## src/core/fpec_pkg.sv

```systemverilog
/*
 * fpec_pkg: register map, field positions, reset values and pulse timing
 * for the flash program/erase sequencer.
 * assumes: a 40 MHz core clock and a byte-addressed register port.
 */
package fpec_pkg;

	// ==========================================================
	// register offsets
	localparam logic [11:0] OFF_TARGET_ADDRESS = 12'h000;
	localparam logic [11:0] OFF_WRITE_DATA = 12'h004;
	localparam logic [11:0] OFF_OPERATION_COMMAND = 12'h008;
	localparam logic [11:0] OFF_INT_STATUS = 12'h00c;
	localparam logic [11:0] OFF_INT_MASK = 12'h010;
	localparam logic [11:0] OFF_INT_MASKED = 12'h014;
	localparam logic [11:0] OFF_READ_PROTECT = 12'h130;
	localparam logic [11:0] OFF_PROGRAM_PROTECT = 12'h134;
	localparam logic [11:0] OFF_TICK_RELOAD = 12'h140;

	// ==========================================================
	// fields
	localparam int ADDR_WIDTH = 14;
	localparam int BLOCK_LSB = 11;
	localparam int BLOCK_COUNT = 8;
	localparam logic [15:0] COMMAND_KEY = 16'ha442;
	localparam int CMD_WRITE_BIT = 0;
	localparam int CMD_PAGE_ERASE_BIT = 1;
	localparam int CMD_FULL_ERASE_BIT = 2;
	localparam int COMMIT_BIT = 3;
	localparam int INT_ACCESS_BIT = 0;
	localparam int INT_DONE_BIT = 1;

	// ==========================================================
	// reset values
	localparam logic [7:0] PROTECT_RESET = 8'hff;
	localparam logic [7:0] TICK_RELOAD_RESET = 8'h18;

	// ==========================================================
	// pulse lengths, in microsecond ticks
	localparam int CLK_MHZ = 40;
	localparam int WRITE_PULSE_US = 50;
	localparam int COMMIT_PULSE_US = 50;
	localparam int PAGE_ERASE_US = 25000;
	localparam int FULL_ERASE_US = 250000;
	localparam int US_COUNT_WIDTH = 18;

	typedef enum logic [1:0] {
		OP_WRITE,
		OP_PAGE_ERASE,
		OP_FULL_ERASE,
		OP_COMMIT
	} fpec_op_type;

endpackage

```

## src/core/fpec_tick.sv

```systemverilog
/*
 * fpec_tick: microsecond tick divider, reloaded from a software value.
 * assumes: reload equals the clock rate in MHz minus one.
 */
`timescale 1ns/1ps
`default_nettype none

module fpec_tick (
	input wire logic sys_clk,
	input wire logic reset,
	input wire logic [7:0] reload,
	output logic tick
);

	logic [7:0] count;
	logic [7:0] next_count;
	logic next_tick;

	// ==========================================================
	// divider: one tick every reload+1 clocks
	always_comb begin
		next_tick = (count == 8'h00); // RQ3
		next_count = (count == 8'h00) ? reload : count - 8'h01;
	end

	always_ff @(posedge sys_clk or posedge reset) begin
		if (reset) begin
			count <= fpec_pkg::TICK_RELOAD_RESET;
			tick <= 1'b0;
		end else begin
			count <= next_count;
			tick <= next_tick;
		end
	end
endmodule

`default_nettype wire

```

## src/core/fpec_core.sv

```systemverilog
/*
 * fpec_core: keyed program/erase sequencer with protection enables,
 * microsecond pulse timing and a done/violation interrupt.
 * assumes: single-cycle register strobes, array consumes level pulses,
 * committed protection values are presented on nv_* after power-on.
 */
// Behaviour
// [RQ1] eight block enables, reset to one, each gating alteration of its 2 KB block
// [RQ2] enable bits clear from one to zero only; reset restores uncommitted values (code reloads the committed nv_* values after reset)
// [RQ3] 8-bit tick reload, reset 0x18, divides clock into microsecond ticks
// [RQ4] software keeps tick reload at clock MHz minus one
// [RQ5] target address holds 14 writable bits; upper bits read zero
// [RQ6] software aligns word writes to 4 bytes, page erases to 1 KB
// [RQ7] write data register holds the word to program; unused by erases
// [RQ8] valid command starts its operation at the target address
// [RQ9] command acts only with key 0xa442 in upper half; key reads zero
// [RQ10] software sets only one operation bit per command
// [RQ11] bit 3 commits a protection register; reads one while pending
// [RQ12] bit 2 erases the whole array; reads one until done
// [RQ13] bit 1 erases the addressed page; reads one until done
// [RQ14] bit 0 programs the data word; reads one until done
// [RQ15] software never modifies reserved bits
// [RQ16] address bit 0 selects program-protect (1) or read-protect (0) for commit
// [RQ17] software polls the busy bit before the next operation
// [RQ18] every finished write or erase sets the done flag
// [RQ19] operations on protected blocks end at once without a pulse
`timescale 1ns/1ps
`default_nettype none

module fpec_core #(
	parameter int PAGE_ERASE_US = fpec_pkg::PAGE_ERASE_US,
	parameter int FULL_ERASE_US = fpec_pkg::FULL_ERASE_US
) (
	input wire logic sys_clk,
	input wire logic reset,
	input wire logic [11:0] reg_addr,
	input wire logic [31:0] reg_wdata,
	input wire logic reg_write,
	input wire logic reg_read,
	output logic [31:0] reg_rdata,
	input wire logic [7:0] nv_program_protect,
	input wire logic [7:0] nv_read_protect,
	output logic [13:0] array_addr,
	output logic [31:0] array_data,
	output logic array_write,
	output logic array_page_erase,
	output logic array_full_erase,
	output logic array_commit,
	output logic array_commit_sel,
	output logic [7:0] array_commit_data,
	output logic irq
);

	typedef enum {ST_IDLE, ST_PULSE} fpec_state_type;

	function automatic logic [2:0] block_of(input logic [13:0] addr);
		block_of = addr[fpec_pkg::BLOCK_LSB +: 3];
	endfunction

	function automatic logic hit(input logic [11:0] addr, input logic [11:0] off);
		hit = (addr == off);
	endfunction

	logic [13:0] target_address;
	logic [31:0] write_data;
	logic [7:0] program_protect_enables;
	logic [7:0] read_protect_enables;
	logic [7:0] microsecond_tick_reload;
	logic [1:0] int_status;
	logic [1:0] int_mask;
	logic [3:0] busy;
	logic loading;
	fpec_state_type state;
	logic [fpec_pkg::US_COUNT_WIDTH-1:0] us_left;
	logic tick;

	logic [13:0] next_target_address;
	logic [31:0] next_write_data;
	logic [7:0] next_program_protect_enables;
	logic [7:0] next_read_protect_enables;
	logic [7:0] next_microsecond_tick_reload;
	logic [1:0] next_int_status;
	logic [1:0] next_int_mask;
	logic [3:0] next_busy;
	logic next_loading;
	fpec_state_type next_state;
	logic [fpec_pkg::US_COUNT_WIDTH-1:0] next_us_left;
	logic [31:0] next_reg_rdata;
	logic [13:0] next_array_addr;
	logic [31:0] next_array_data;
	logic next_array_write;
	logic next_array_page_erase;
	logic next_array_full_erase;
	logic next_array_commit;
	logic next_array_commit_sel;
	logic [7:0] next_array_commit_data;
	logic next_irq;

	logic cmd_valid;
	logic allowed;
	logic finish;
	logic [3:0] cmd_bits;

	fpec_tick u_tick (
		.sys_clk(sys_clk),
		.reset(reset),
		.reload(microsecond_tick_reload),
		.tick(tick)
	);

	// ==========================================================
	// command decode
	always_comb begin
		cmd_bits = reg_wdata[3:0];
		cmd_valid = reg_write && hit(reg_addr, fpec_pkg::OFF_OPERATION_COMMAND)
			&& reg_wdata[31:16] == fpec_pkg::COMMAND_KEY
			&& state == ST_IDLE && cmd_bits != 4'h0; // RQ9
		// full erase needs every block open, so a partly locked part keeps its code
		if (cmd_bits[fpec_pkg::CMD_FULL_ERASE_BIT])
			allowed = &program_protect_enables; // RQ19
		else if (cmd_bits[fpec_pkg::COMMIT_BIT])
			allowed = 1'b1;
		else
			allowed = program_protect_enables[block_of(target_address)]; // RQ1
		finish = state == ST_PULSE && tick && us_left <= 18'h00001;
	end

	// ==========================================================
	// registers, sequencer and outputs
	always_comb begin
		next_target_address = target_address;
		next_write_data = write_data;
		next_program_protect_enables = program_protect_enables;
		next_read_protect_enables = read_protect_enables;
		next_microsecond_tick_reload = microsecond_tick_reload;
		next_int_mask = int_mask;
		next_int_status = int_status;
		next_busy = busy;
		next_loading = 1'b0;
		next_state = state;
		next_us_left = us_left;
		next_array_addr = array_addr;
		next_array_data = array_data;
		next_array_write = array_write;
		next_array_page_erase = array_page_erase;
		next_array_full_erase = array_full_erase;
		next_array_commit = array_commit;
		next_array_commit_sel = array_commit_sel;
		next_array_commit_data = array_commit_data;
		next_reg_rdata = 32'h00000000;

		// committed values load on the first clock after every reset, never under the async reset
		if (loading) begin
			next_program_protect_enables = nv_program_protect; // RQ2
			next_read_protect_enables = nv_read_protect;
		end

		if (reg_write) begin
			if (hit(reg_addr, fpec_pkg::OFF_TARGET_ADDRESS))
				next_target_address = reg_wdata[13:0]; // RQ5
			if (hit(reg_addr, fpec_pkg::OFF_WRITE_DATA))
				next_write_data = reg_wdata; // RQ7
			if (hit(reg_addr, fpec_pkg::OFF_TICK_RELOAD))
				next_microsecond_tick_reload = reg_wdata[7:0]; // RQ3
			if (hit(reg_addr, fpec_pkg::OFF_INT_MASK))
				next_int_mask = reg_wdata[1:0];
			if (hit(reg_addr, fpec_pkg::OFF_INT_STATUS))
				next_int_status = int_status & ~reg_wdata[1:0];
			if (hit(reg_addr, fpec_pkg::OFF_PROGRAM_PROTECT) && !loading)
				next_program_protect_enables = program_protect_enables & reg_wdata[7:0]; // RQ2
			if (hit(reg_addr, fpec_pkg::OFF_READ_PROTECT) && !loading)
				next_read_protect_enables = read_protect_enables & reg_wdata[7:0]; // RQ2
		end

		case (state)
			ST_IDLE: begin
				if (cmd_valid) begin
					next_busy = cmd_bits; // RQ8
					next_array_addr = target_address;
					next_array_data = write_data; // RQ14
					if (!allowed) begin
						// rejected: busy stays zero, no pulse reaches the array
						next_busy = 4'h0; // RQ19
						next_int_status[fpec_pkg::INT_ACCESS_BIT] = 1'b1;
						next_int_status[fpec_pkg::INT_DONE_BIT] = 1'b1; // RQ18
					end else begin
						next_state = ST_PULSE;
						if (cmd_bits[fpec_pkg::COMMIT_BIT]) begin
							next_array_commit = 1'b1; // RQ11
							next_array_commit_sel = target_address[0]; // RQ16
							next_array_commit_data = target_address[0] ?
								program_protect_enables : read_protect_enables;
							next_us_left = 18'(fpec_pkg::COMMIT_PULSE_US);
						end else if (cmd_bits[fpec_pkg::CMD_FULL_ERASE_BIT]) begin
							next_array_full_erase = 1'b1; // RQ12
							next_us_left = 18'(FULL_ERASE_US);
						end else if (cmd_bits[fpec_pkg::CMD_PAGE_ERASE_BIT]) begin
							next_array_page_erase = 1'b1; // RQ13
							next_us_left = 18'(PAGE_ERASE_US);
						end else begin
							next_array_write = 1'b1; // RQ14
							next_us_left = 18'(fpec_pkg::WRITE_PULSE_US);
						end
					end
				end
			end
			ST_PULSE: begin
				if (tick)
					next_us_left = us_left - 18'h00001;
				if (finish) begin
					next_state = ST_IDLE;
					next_busy = 4'h0;
					next_array_write = 1'b0;
					next_array_page_erase = 1'b0;
					next_array_full_erase = 1'b0;
					next_array_commit = 1'b0;
					if (!busy[fpec_pkg::COMMIT_BIT])
						next_int_status[fpec_pkg::INT_DONE_BIT] = 1'b1; // RQ18
				end
			end
			default: next_state = ST_IDLE;
		endcase

		// read data one cycle after the strobe; unmapped reads return zero
		if (reg_read) begin
			case (reg_addr)
				fpec_pkg::OFF_TARGET_ADDRESS: next_reg_rdata = {18'h00000, target_address}; // RQ5
				fpec_pkg::OFF_WRITE_DATA: next_reg_rdata = write_data;
				fpec_pkg::OFF_OPERATION_COMMAND: next_reg_rdata = {28'h0000000, busy}; // RQ9
				fpec_pkg::OFF_INT_STATUS: next_reg_rdata = {30'h00000000, int_status};
				fpec_pkg::OFF_INT_MASK: next_reg_rdata = {30'h00000000, int_mask};
				fpec_pkg::OFF_INT_MASKED: next_reg_rdata = {30'h00000000, int_status & int_mask};
				fpec_pkg::OFF_READ_PROTECT: next_reg_rdata = {24'h000000, read_protect_enables};
				fpec_pkg::OFF_PROGRAM_PROTECT: next_reg_rdata = {24'h000000, program_protect_enables};
				fpec_pkg::OFF_TICK_RELOAD: next_reg_rdata = {24'h000000, microsecond_tick_reload};
				default: next_reg_rdata = 32'h00000000;
			endcase
		end
		next_irq = |(next_int_status & next_int_mask);
	end

	always_ff @(posedge sys_clk or posedge reset) begin
		if (reset) begin
			target_address <= 14'h0000;
			write_data <= 32'h00000000;
			program_protect_enables <= fpec_pkg::PROTECT_RESET; // RQ1
			read_protect_enables <= fpec_pkg::PROTECT_RESET;
			microsecond_tick_reload <= fpec_pkg::TICK_RELOAD_RESET; // RQ3
			int_status <= 2'h0;
			int_mask <= 2'h0;
			busy <= 4'h0;
			loading <= 1'b1;
			state <= ST_IDLE;
			us_left <= 18'h00000;
			reg_rdata <= 32'h00000000;
			array_addr <= 14'h0000;
			array_data <= 32'h00000000;
			array_write <= 1'b0;
			array_page_erase <= 1'b0;
			array_full_erase <= 1'b0;
			array_commit <= 1'b0;
			array_commit_sel <= 1'b0;
			array_commit_data <= 8'h00;
			irq <= 1'b0;
		end else begin
			target_address <= next_target_address;
			write_data <= next_write_data;
			program_protect_enables <= next_program_protect_enables;
			read_protect_enables <= next_read_protect_enables;
			microsecond_tick_reload <= next_microsecond_tick_reload;
			int_status <= next_int_status;
			int_mask <= next_int_mask;
			busy <= next_busy;
			loading <= next_loading;
			state <= next_state;
			us_left <= next_us_left;
			reg_rdata <= next_reg_rdata;
			array_addr <= next_array_addr;
			array_data <= next_array_data;
			array_write <= next_array_write;
			array_page_erase <= next_array_page_erase;
			array_full_erase <= next_array_full_erase;
			array_commit <= next_array_commit;
			array_commit_sel <= next_array_commit_sel;
			array_commit_data <= next_array_commit_data;
			irq <= next_irq;
		end
	end
endmodule

`default_nettype wire

```

## config.mk

```make
export PLATFORM = sky130hd
export DESIGN_NAME = fpec_core
export DESIGN_NICKNAME = d
export VERILOG_FILES = /design/src/core/fpec_pkg.sv /design/src/core/fpec_tick.sv /design/src/core/fpec_core.sv
export SDC_FILE = /design/constraint.sdc
export NUM_CORES = 1
export LEC_CHECK = 0
export BUFFER_PORTS_ARGS = -buffer_cell sky130_fd_sc_hd__clkbuf_2
export CORE_MARGIN = 10
export CORE_UTILIZATION = 45
export CTS_CLUSTER_DIAMETER = 120
export DETAILED_ROUTE_END_ITERATION = 12
export PLACE_DENSITY = 0.68
export SYNTH_ARGS = -nofsm -noshare
export SYNTH_HDL_FRONTEND = slang
export SYNTH_SLANG_ARGS = --single-unit
```

## constraint.sdc

```tcl
create_clock -name sys_clk -period 8.18 [get_ports sys_clk]
set_input_delay 0.818 -clock sys_clk [delete_from_list [all_inputs] [get_ports sys_clk]]
set_output_delay 0.818 -clock sys_clk [all_outputs]
set_load 0.02 [all_outputs]
```

* Word-level counts from Yosys, hierarchy flattened *
Index checks and enable logic that the tools add are counted.

operators by class
  eq/ne operators = 21
  mux-type cells = 61
  magnitude comparators = 2
  bitwise gates (word level) = 6
  add/sub/neg operators = 2
  reductions and logical operators = 29

operator list
  kind                                                              count
  case mux 32 bit (9 select lines)                                  1
  2-to-1 mux 32 bit                                                 4
  2-to-1 mux 18 bit                                                 5
  logical NOT 32 bit                                                2
  2-to-1 mux 8 bit                                                  8
  case mux 32 bit (2 select lines)                                  1
  equality test 12 x 9 -> 1 bit (second input constant)             3
  case mux 18 bit (2 select lines)                                  1
  equality test 32 x 1 -> 1 bit (second input constant)             1
  equality test 32 x 2 -> 1 bit (second input constant)             1
  equality test 12 x 4 -> 1 bit (second input constant)             2
  equality test 12 x 5 -> 1 bit (second input constant)             2
  2-to-1 mux 1 bit                                                  24
  less-or-equal comparator 18 x 1 -> 1 bit (second input constant)  1
  inequality test 2 bit (second input constant)                     9
  subtractor 18 x 1 -> 18 bit (second input constant)               1
  bitwise AND 8 bit                                                 2
  equality test 16 bit (second input constant)                      1
  2-to-1 mux 15 bit                                                 1
  AND reduction 7 bit                                               2
  equality test 12 x 3 -> 1 bit (second input constant)             1
  logical NOT 12 bit                                                1
  2-to-1 mux 2 bit                                                  6
  2-to-1 mux 4 bit                                                  3
  other kinds (20)                                                  38

word-level totals
  logic and storage cells = 144
  output and inout port bits = 92
  register bits = 230

* Depth between registers and ports, before layout *
Gate-level depths: netlist of run 1.

  depth in word-level cells = 9
  gate-level depth with buffers = 8
  depth with buffers taken out = 7

* Hierarchy *
From an unflattened synthesis of run 1, not the netlist that was laid out.

unflattened totals
  cells, all modules = 710
  area, all modules = 8,802.2 um2

by module, submodules not included
  module     area each (um2)  instances  sequential area each (um2)  cells each
  fpec_core  8,296.7          1          4,778.3                     660
  fpec_tick  505.5            1          227.7                       50

* Least setup slack after synthesis of run 1 *
Ideal clock, no wire load.

  path kind = input to register
  start point = in reg_addr[5]
  end point = reg write_data[10]
  stages on the path = 6
  buffers on the path = 2
  library setup time = 0.125 ns
  data required time = 8.055 ns
  data arrival time = 2.770 ns
  path slack = 5.285 ns
  path through = or4_4 -> or4_4 -> or3_1 -> buf_6 -> buf_6 -> mux2_4

between the ends
  longest elaborated chain between the ends = 2

ends and longest elaborated chain
  element                               line              RTL
  start, declared                       fpec_core.sv:36   input wire logic [11:0] reg_addr,
  equality test 12 x 3 -> 1 bit         fpec_core.sv:61   hit = (addr == off);
  AND reduction 2 bit (no source line)  n/a
  end signal, assigned                  fpec_core.sv:267  write_data <= next_write_data;
  end, declared                         fpec_core.sv:65   logic [31:0] write_data;

No other way between the ends.
A chain may end at the register's enable or synchronous reset.

* Final worst setup path of run 1 *
  start point = in reg_addr[5]
  end point = reg array_data[27]

between the ends
  longest elaborated chain between the ends = 6

ends and longest elaborated chain
  element                               line              RTL
  equality test 12 x 4 -> 1 bit         fpec_core.sv:61
  logical AND 1 bit                     fpec_core.sv:115  cmd_valid = reg_write && hit(reg_addr, fpec_pkg::OFF_OPERATION_COMMAND)
  logical AND 1 bit                     fpec_core.sv:116  && reg_wdata[31:16] == fpec_pkg::COMMAND_KEY
  logical AND 1 bit (2 in series)       fpec_core.sv:117  && state == ST_IDLE && cmd_bits != 4'h0;
  AND reduction 2 bit (no source line)  n/a
  end signal, assigned                  fpec_core.sv:279  array_data <= next_array_data;
  end, declared                         fpec_core.sv:44   output logic [31:0] array_data,

No other way between the ends.

==> results of run 1 <==
[power breakdown]
group	internal, W	total, W	switching, W
Sequential	0.00103	0.00107	0.0000405
Combinational	0.0000697	0.000164	0.0000944
Clock	0.000448	0.000837	0.000389
Total	0.00155	0.00207	0.000524
[area by class of cell]
class,count,area share (%)
clock inverters,12,1.23
inverters,19,0.750
clock buffers,20,4.34
repair buffers,161,7.80
flip-flops and latches,199,47.6
multi-input cells,490,35.1
well taps,265,3.15
[worst max path at each step]
stage                     cells after the start   startpoint                         end  slack [ns]
after global routing                          6  reg_addr[5]  array_data[27]$_DFFE_PP0P_        4.31
after global placement                        6  reg_addr[5]  array_data[22]$_DFFE_PP0P_        4.21
final                                         6  reg_addr[5]  array_data[27]$_DFFE_PP0P_        4.53
after detailed placement                      6  reg_addr[5]  array_data[27]$_DFFE_PP0P_        4.13
after floorplan                               1        reset   array_addr[0]$_DFFE_PP0P_        1.97
after CTS                                     6  reg_addr[5]  array_data[31]$_DFFE_PP0P_        4.57
[placed cells by master, fill, tap and decap left out, types with 9 or more instances in the layout]
master / count
nor2_1: 39
nor3_1: 16
mux2_4: 28
a22oi_1: 15
o21ai_0: 47
clkbuf_16: 17
dfrtp_1: 178
nor4_1: 15
a21oi_1: 20
mux2_2: 86
dfstp_2: 21
and2_1: 22
a31oi_1: 11
clkbuf_2: 155
inv_1: 18
nand2_1: 60
or4_1: 9
nand3_1: 13
[metal layers]
layer  share of wire [%]  global-route usage (%)
met3                 7.4                    4.32
met4                 1.8                    5.96
met2                  43                    25.4
met1                  47                    25.4
met5                   0                       0
[sequential cells by signal, summed over array words and instances (netlist names), 2 cells and up]
register	flops
int_status	2
int_mask	2
array_commit_data	8
microsecond_tick_reload	8
program_protect_enables	8
array_data	32
target_address	14
read_protect_enables	8
reg_rdata	32
busy	4
us_left	18
u_tick.count	8
array_addr	14
write_data	32
[logic make-up (layout without fill, tap and decap cells)]
logic type | count (synthesis) | in the layout
AO/OA/AOI/OAI | 132 | 132
XOR/XNOR | 10 | 10
adder cells (fa/ha/maj) | 4 | 4
buffers and inverters | 57 | 212
flip-flops | 199 | 199
multiplexers | 125 | 125
other | 1 | 1
AND/OR/NAND/NOR | 218 | 218
[per-stage QoR]
stage / util (%) / cell area [sq um] / hold slack (ns)
4_1_cts: 53.9 / 10500 / 0.474
6_report: 53.9 / 10500 / 0.471
3_3_place_gp: 50.9 / 9930 / 0.459
2_1_floorplan: - / 8940 / 0.440
5_1_grt: 53.9 / 10500 / 0.508
3_5_place_dp: 50.9 / 9930 / 0.464
[worst max-delay path, delay by kind of cell]
| kind | cells | cell delay (ns) |
|---|---|---|
| buf+inv | 2 | 0.69 |
| mux | 1 | 0.40 |
| simple gates | 3 | 2.02 |
==> results.json, run 1 <==
{
  "status": "finished, final reports clean",
  "setup_ws_ns": 4.53,
  "tns_ns": 0,
  "synth_area_leaders": "dfrtp_1 50%, mux2_2 11%, dfstp_2 6.2%",
  "core_area_sq_um": 19500,
  "start_util_pct": 45.8,
  "clock-sinks": 199,
  "synth-edff-count": 0,
  "multi_input_area_sq_um": 3690,
  "gr-usage-all-layers_pct": 17.7,
  "reg2reg_from": "state[0]$_DFFE_PP0P_",
  "min_to": "u_tick.count[0]$_DFF_PP0_",
  "arrival_ns": 3.96,
  "leakage_nw": 5.18,
  "crit_type": "in -> reg",
  "antennaDiodeCount": 0,
  "powerDensity_nw_per_um2": 197,
  "yosys.area_share.simple_pct": 13.0,
  "cts-buffers-inserted": 17,
  "port_buffers": 155,
  "regArea_sq_um": 5010,
  "grt_pass1_wl_um": 36900,
  "yosys.cell_types.count": 61,
  "num-nets-final": 956,
  "grt_pass1_vias": 6594,
  "routed_wirelength_um": 23100,
  "fill_cells": 1725,
  "synth_top_area_share_pct": 49.8,
  "p_total_w": 0.00207,
  "gp_congestion": 0.863,
  "ant_nets": 0,
  "yosysTopAreaCell": "dfrtp_1",
  "ys.flop_type": "dfrtp_1",
  "startpoint_type": "input pin",
  "rsz0062_at_grt": "false",
  "clock_latency_ns": 0.43,
  "drtPass1Iterations": 7,
  "slew_headroom_pct": 24.5,
  "drt_iter0_drc": 615,
  "netlist_top_cells_count": "178 x dfrtp_1, 86 x mux2_2, 60 x nand2_1",
  "worst-path-max-fanout": 35,
  "syn_area_per_cell_sq_um": 12.0,
  "min_path_type": "reg -> reg",
  "post-place-ws_ns": 4.13,
  "post-cts-setup-buffers": 0,
  "rr_endpoint": "array_data[27]$_DFFE_PP0P_",
  "die_height_um": 161,
  "ys_warn_count": 0,
  "drv_cap": 0,
  "drc": 0,
  "die-area_sq_um": 25900,
  "synth_top_family_by_area": "multiplexers",
  "cts_buffer_depth": 2,
  "crit_slowest_cell": "nor3_4",
  "overflow": 0,
  "drive_gt1_share_pct": 38.2,
  "synthAdderAreaFrac_pct": 0.560,
  "finalClockSkew_ns": 0.00771,
  "clockRootBuffer": "clkbuf_16",
  "hold_viol": 0,
  "via_count": 6549,
  "wire_per_inst_um": 19.8,
  "area_growth_pct": 17.6,
  "critPathCaptureType": "flip-flop",
  "max_stage_delay_ns": 0.88,
  "ios": 156,
  "synth_area_sq_um": 8940,
  "antenna_found_initial": 0,
  "grt_max_degree": 122,
  "ir_drop_mv": 0.130,
  "syn-num-nets": 814,
  "yosysSeqAreaShare_pct": 56.0,
  "r2r_setup_slack_ns": 5.16,
  "ys_ff_latch": 199,
  "synth_compound_area_share_pct": 9.53,
  "rows": 51,
  "cts-resized-gates": 0,
  "cp_cell_sequence": "clkbuf_2 -> nor4_1 -> nand4b_1 -> nor3_4 -> buf_4 -> mux2_2",
  "period_share_pct": 44.6,
  "worstHoldPathCells": 1,
  "final_cells": 1166,
  "muxShareOfSynthArea_pct": 17.1,
  "fmax_ghz": 0.274,
  "worst_pin_slew_ns": 1.13,
  "period_needed_ns": 3.65,
  "hpwlAfterDp_um": 16300,
  "setup_viol": 0,
  "htreeDepth": 4,
  "cts_hold_buffers": 0,
  "required_ns": 8.49,
  "hold_start": "u_tick.count[0]$_DFF_PP0_",
  "r2r_cells": 5,
  "dpl.cell_count": 1134,
  "finalMaxSlewViolations": 0,
  "fp.dieW_um": 161,
  "synth_cells": 746,
  "synth_async_sr_flop_share_pct": 100,
  "synth_xor_area_share_pct": 0.980,
  "yosysMostFrequentCell": "dfrtp_1",
  "clk_transition_reported_paths_ns": 0.07,
  "cts_tree": "done",
  "routed_via_density": 5.62
}
No activity file was read; power rests on OpenSTA's default activity.
==> run 2, diff against run 1 <==
Settings changed: ABC_AREA set to 1.
Clock period 8.18 ns to 3.4 ns, I/O delays scaled along.
==> run 2 against run 1 <==
  * Area after synthesis increased by 1.3%
  * Critical path type unchanged
  * Critical endpoint is now reg_rdata[20]$_DFF_PP0_
  * Highest routed layer unchanged
  * Sequential share of layout area decreased by 1.1 points
  * Final area increased by 2.3%
  * Power increased to 2.7 times the previous value
==> results.json, run 2 <==
{
  "status": "finished, final reports clean",
  "min_path_type": "in -> reg",
  "gp_congestion": 0.885,
  "drc": 0,
  "tns_ns": 0,
  "rows": 51,
  "htreeDepth": 4,
  "arrival_ns": 2.43,
  "fp.dieW_um": 162,
  "routed_via_density": 5.10,
  "overflow": 0,
  "crit_slowest_cell": "buf_4",
  "num-nets-final": 1299,
  "cts-buffers-inserted": 17,
  "layout_commonest_cell": "nand2_1",
  "pwr-share-comb_pct": 13.0,
  "p_clk_share_pct": 38.1,
  "ys_warn_count": 0,
  "syn-num-nets": 1145,
  "drv_cap": 0,
  "grt_max_degree": 95,
  "worst-path-max-fanout": 21,
  "drive_gt1_share_pct": 21.2,
  "cpMostUsedCell": "nand2_1",
  "hpwlAfterDp_um": 18800,
  "ir_drop_mv": 0.352,
  "wire_per_inst_um": 16.8,
  "r2r_setup_slack_ns": 1.32,
  "startpoint_type": "input pin",
  "cts_tree": "done",
  "synth_async_sr_flop_share_pct": 100,
  "antenna_found_initial": 0,
  "final_cell_mix": "316 x nand2_1, 178 x dfrtp_1, 155 x clkbuf_2",
  "period_share_pct": 61.7,
  "wl_met3_um": 1980,
  "fill_cells": 1851,
  "worst_pin_slew_ns": 0.795,
  "routed_wirelength_um": 25300,
  "powerDensity_nw_per_um2": 513,
  "multi_input_area_sq_um": 3420,
  "seq_power_share_pct": 49.0,
  "power.switching_w": 0.00151,
  "ant_nets": 0,
  "slew_headroom_pct": 46.9,
  "finalClockSkew_ns": 0.0127,
  "die-area_sq_um": 26200,
  "leakage_nw": 5.43,
  "setup_viol": 0,
  "synth_top_area_share_pct": 49.2,
  "required_ns": 3.73,
  "ys.flop_type": "dfrtp_1",
  "synth-edff-count": 0,
  "clock-sinks": 199,
  "synth_cells": 1077,
  "antennaDiodeCount": 0,
  "finalMaxSlewViolations": 0,
  "largestRegisters": "array_data: 32 flops, reg_rdata: 32 flops, write_data: 32 flops",
  "drtPass1Iterations": 5,
  "clk_transition_reported_paths_ns": 0.07,
  "max_stage_delay_ns": 0.33,
  "regArea_sq_um": 5010,
  "synth_area_leaders": "dfrtp_1 49%, nand2_1 13%, dfstp_2 6.1%",
  "grt_pass1_wl_um": 40300,
  "via_count": 7697,
  "yosys.cell_types.count": 44,
  "ys_ff_latch": 199,
  "highest_layer": "met4",
  "fin_util_pct": 54.7,
  "period_needed_ns": 2.10,
  "start_util_pct": 46.1,
  "p_int_w": 0.00401,
  "cp_cell_sequence": "clkbuf_2 -> nor2_1 -> nand3_1 -> inv_1 -> nand2_1 -> nand2_1 -> nor2_1 -> nand2_1 -> nand2_1 -> buf_4 -> nor3_1",
  "wl_met2_um": 11200,
  "yosysTopAreaCell": "dfrtp_1",
  "fmax_ghz": 0.477,
  "syn_area_per_cell_sq_um": 8.41,
  "cts-resized-gates": 0,
  "fin_hold_ws_ns": 0.145,
  "clock_latency_ns": 0.44,
  "gr-usage-all-layers_pct": 19.2,
  "die_height_um": 162,
  "synth_area_sq_um": 9060,
  "post-cts-setup-buffers": 0,
  "ios": 156,
  "yosysSeqAreaShare_pct": 55.3,
  "core_area_sq_um": 19700,
  "netlist_top_cells_count": "316 x nand2_1, 178 x dfrtp_1, 116 x inv_1",
  "p_sw_share_pct": 27.4,
  "cts_buffer_depth": 2,
  "hold_viol": 0,
  "m1WireLength_um": 11800,
  "clockRootBuffer": "clkbuf_16",
  "rsz0062_at_grt": "false",
  "critPathCaptureType": "flip-flop",
  "yosysMostFrequentCell": "nand2_1",
  "port_buffers": 155,
  "drt_iter0_drc": 628,
  "grt_pass1_vias": 7513,
  "crit_type": "in -> reg",
  "area_growth_pct": 18.8
}
## run 2: path summary, 6_finish.rpt
check | start | end | cells past startpoint
worst max register to register | state[0]$_DFFE_PP0P_ | array_addr[7]$_DFFE_PP0P_ | 9
min in group asynchronous | reset | array_data[1]$_DFFE_PP0P_ | 3
worst min register to register | array_data[3]$_DFFE_PP0P_ | array_data[3]$_DFFE_PP0P_ | 2
worst min-delay path | reg_wdata[11] | target_address[11]$_DFFE_PP0P_ | 3
max in group asynchronous | reset | microsecond_tick_reload[3]$_DFFE_PP1P_ | 4
worst max-delay path | reg_addr[1] | reg_rdata[20]$_DFF_PP0_ | 11
## run 2: kinds of logic (layout without fill, tap and decap cells)
group | count (synthesis) | in the layout | share of synthesized area (%)
simple gates | 501 | 501 | 23.1
fa+ha+maj | 4 | 4 | 0.553
compound gates | 192 | 192 | 11.7
buf+inv | 159 | 326 | 7.00
xor+xnor | 7 | 7 | 0.677
mux | 14 | 14 | 1.70
flops | 199 | 199 | 55.3
other cells | 1 | 1 | 0.0414
## run 2: cell type report
cell class / count / share of cell area, %
Clock buffer: 19 / 4.12
Timing Repair Buffer: 171 / 8.58
Sequential cell: 199 / 46.5
Inverter: 123 / 4.33
Multi-Input combinational cell: 719 / 31.8
Clock inverter: 13 / 1.58
Tap cell: 265 / 3.08
## run 2: per-layer routing
layer,track usage [%],up-vias
li1,-,3766
met1,26.6,3633
met2,28.9,283
met3,5.06,15
met4,5.29,0
met5,0,-
## run 2: repair_timing
| action | CTS | global route |
|---|---|---|
| endpoints found under the hold margin | 11 | 0 |
| hold buffers | 1 | 0 |
| setup endpoints to repair | 0 | 0 |
## run 2: worst max-delay path, delay by kind of cell
| family | cells | cell delay, ns |
|---|---|---|
| buf+inv | 3 | 0.63 |
| simple gates | 8 | 1.44 |
## run 2: per-stage QoR
stage	instance area (sq um)	cells	total power [W]	worst slack, ns
floorplan	9060	1077	0.00324	0.503
global route	10800	1509	0.00578	1.08
finish	10800	1509	0.00552	1.30
global placement	10100	1476	0.00343	0.972
CTS	10800	1509	0.00555	1.31
detailed placement	10100	1476	0.00345	0.859
## run 2: power groups by stage
stage,clock (W),sequential (W),combinational [W]
3_3_place_gp,0,0.00274,0.000690
2_1_floorplan,0,0.00270,0.000538
3_5_place_dp,0,0.00274,0.000709
6_report,0.00210,0.00270,0.000715
4_1_cts,0.00214,0.00270,0.000713
5_1_grt,0.00223,0.00272,0.000825
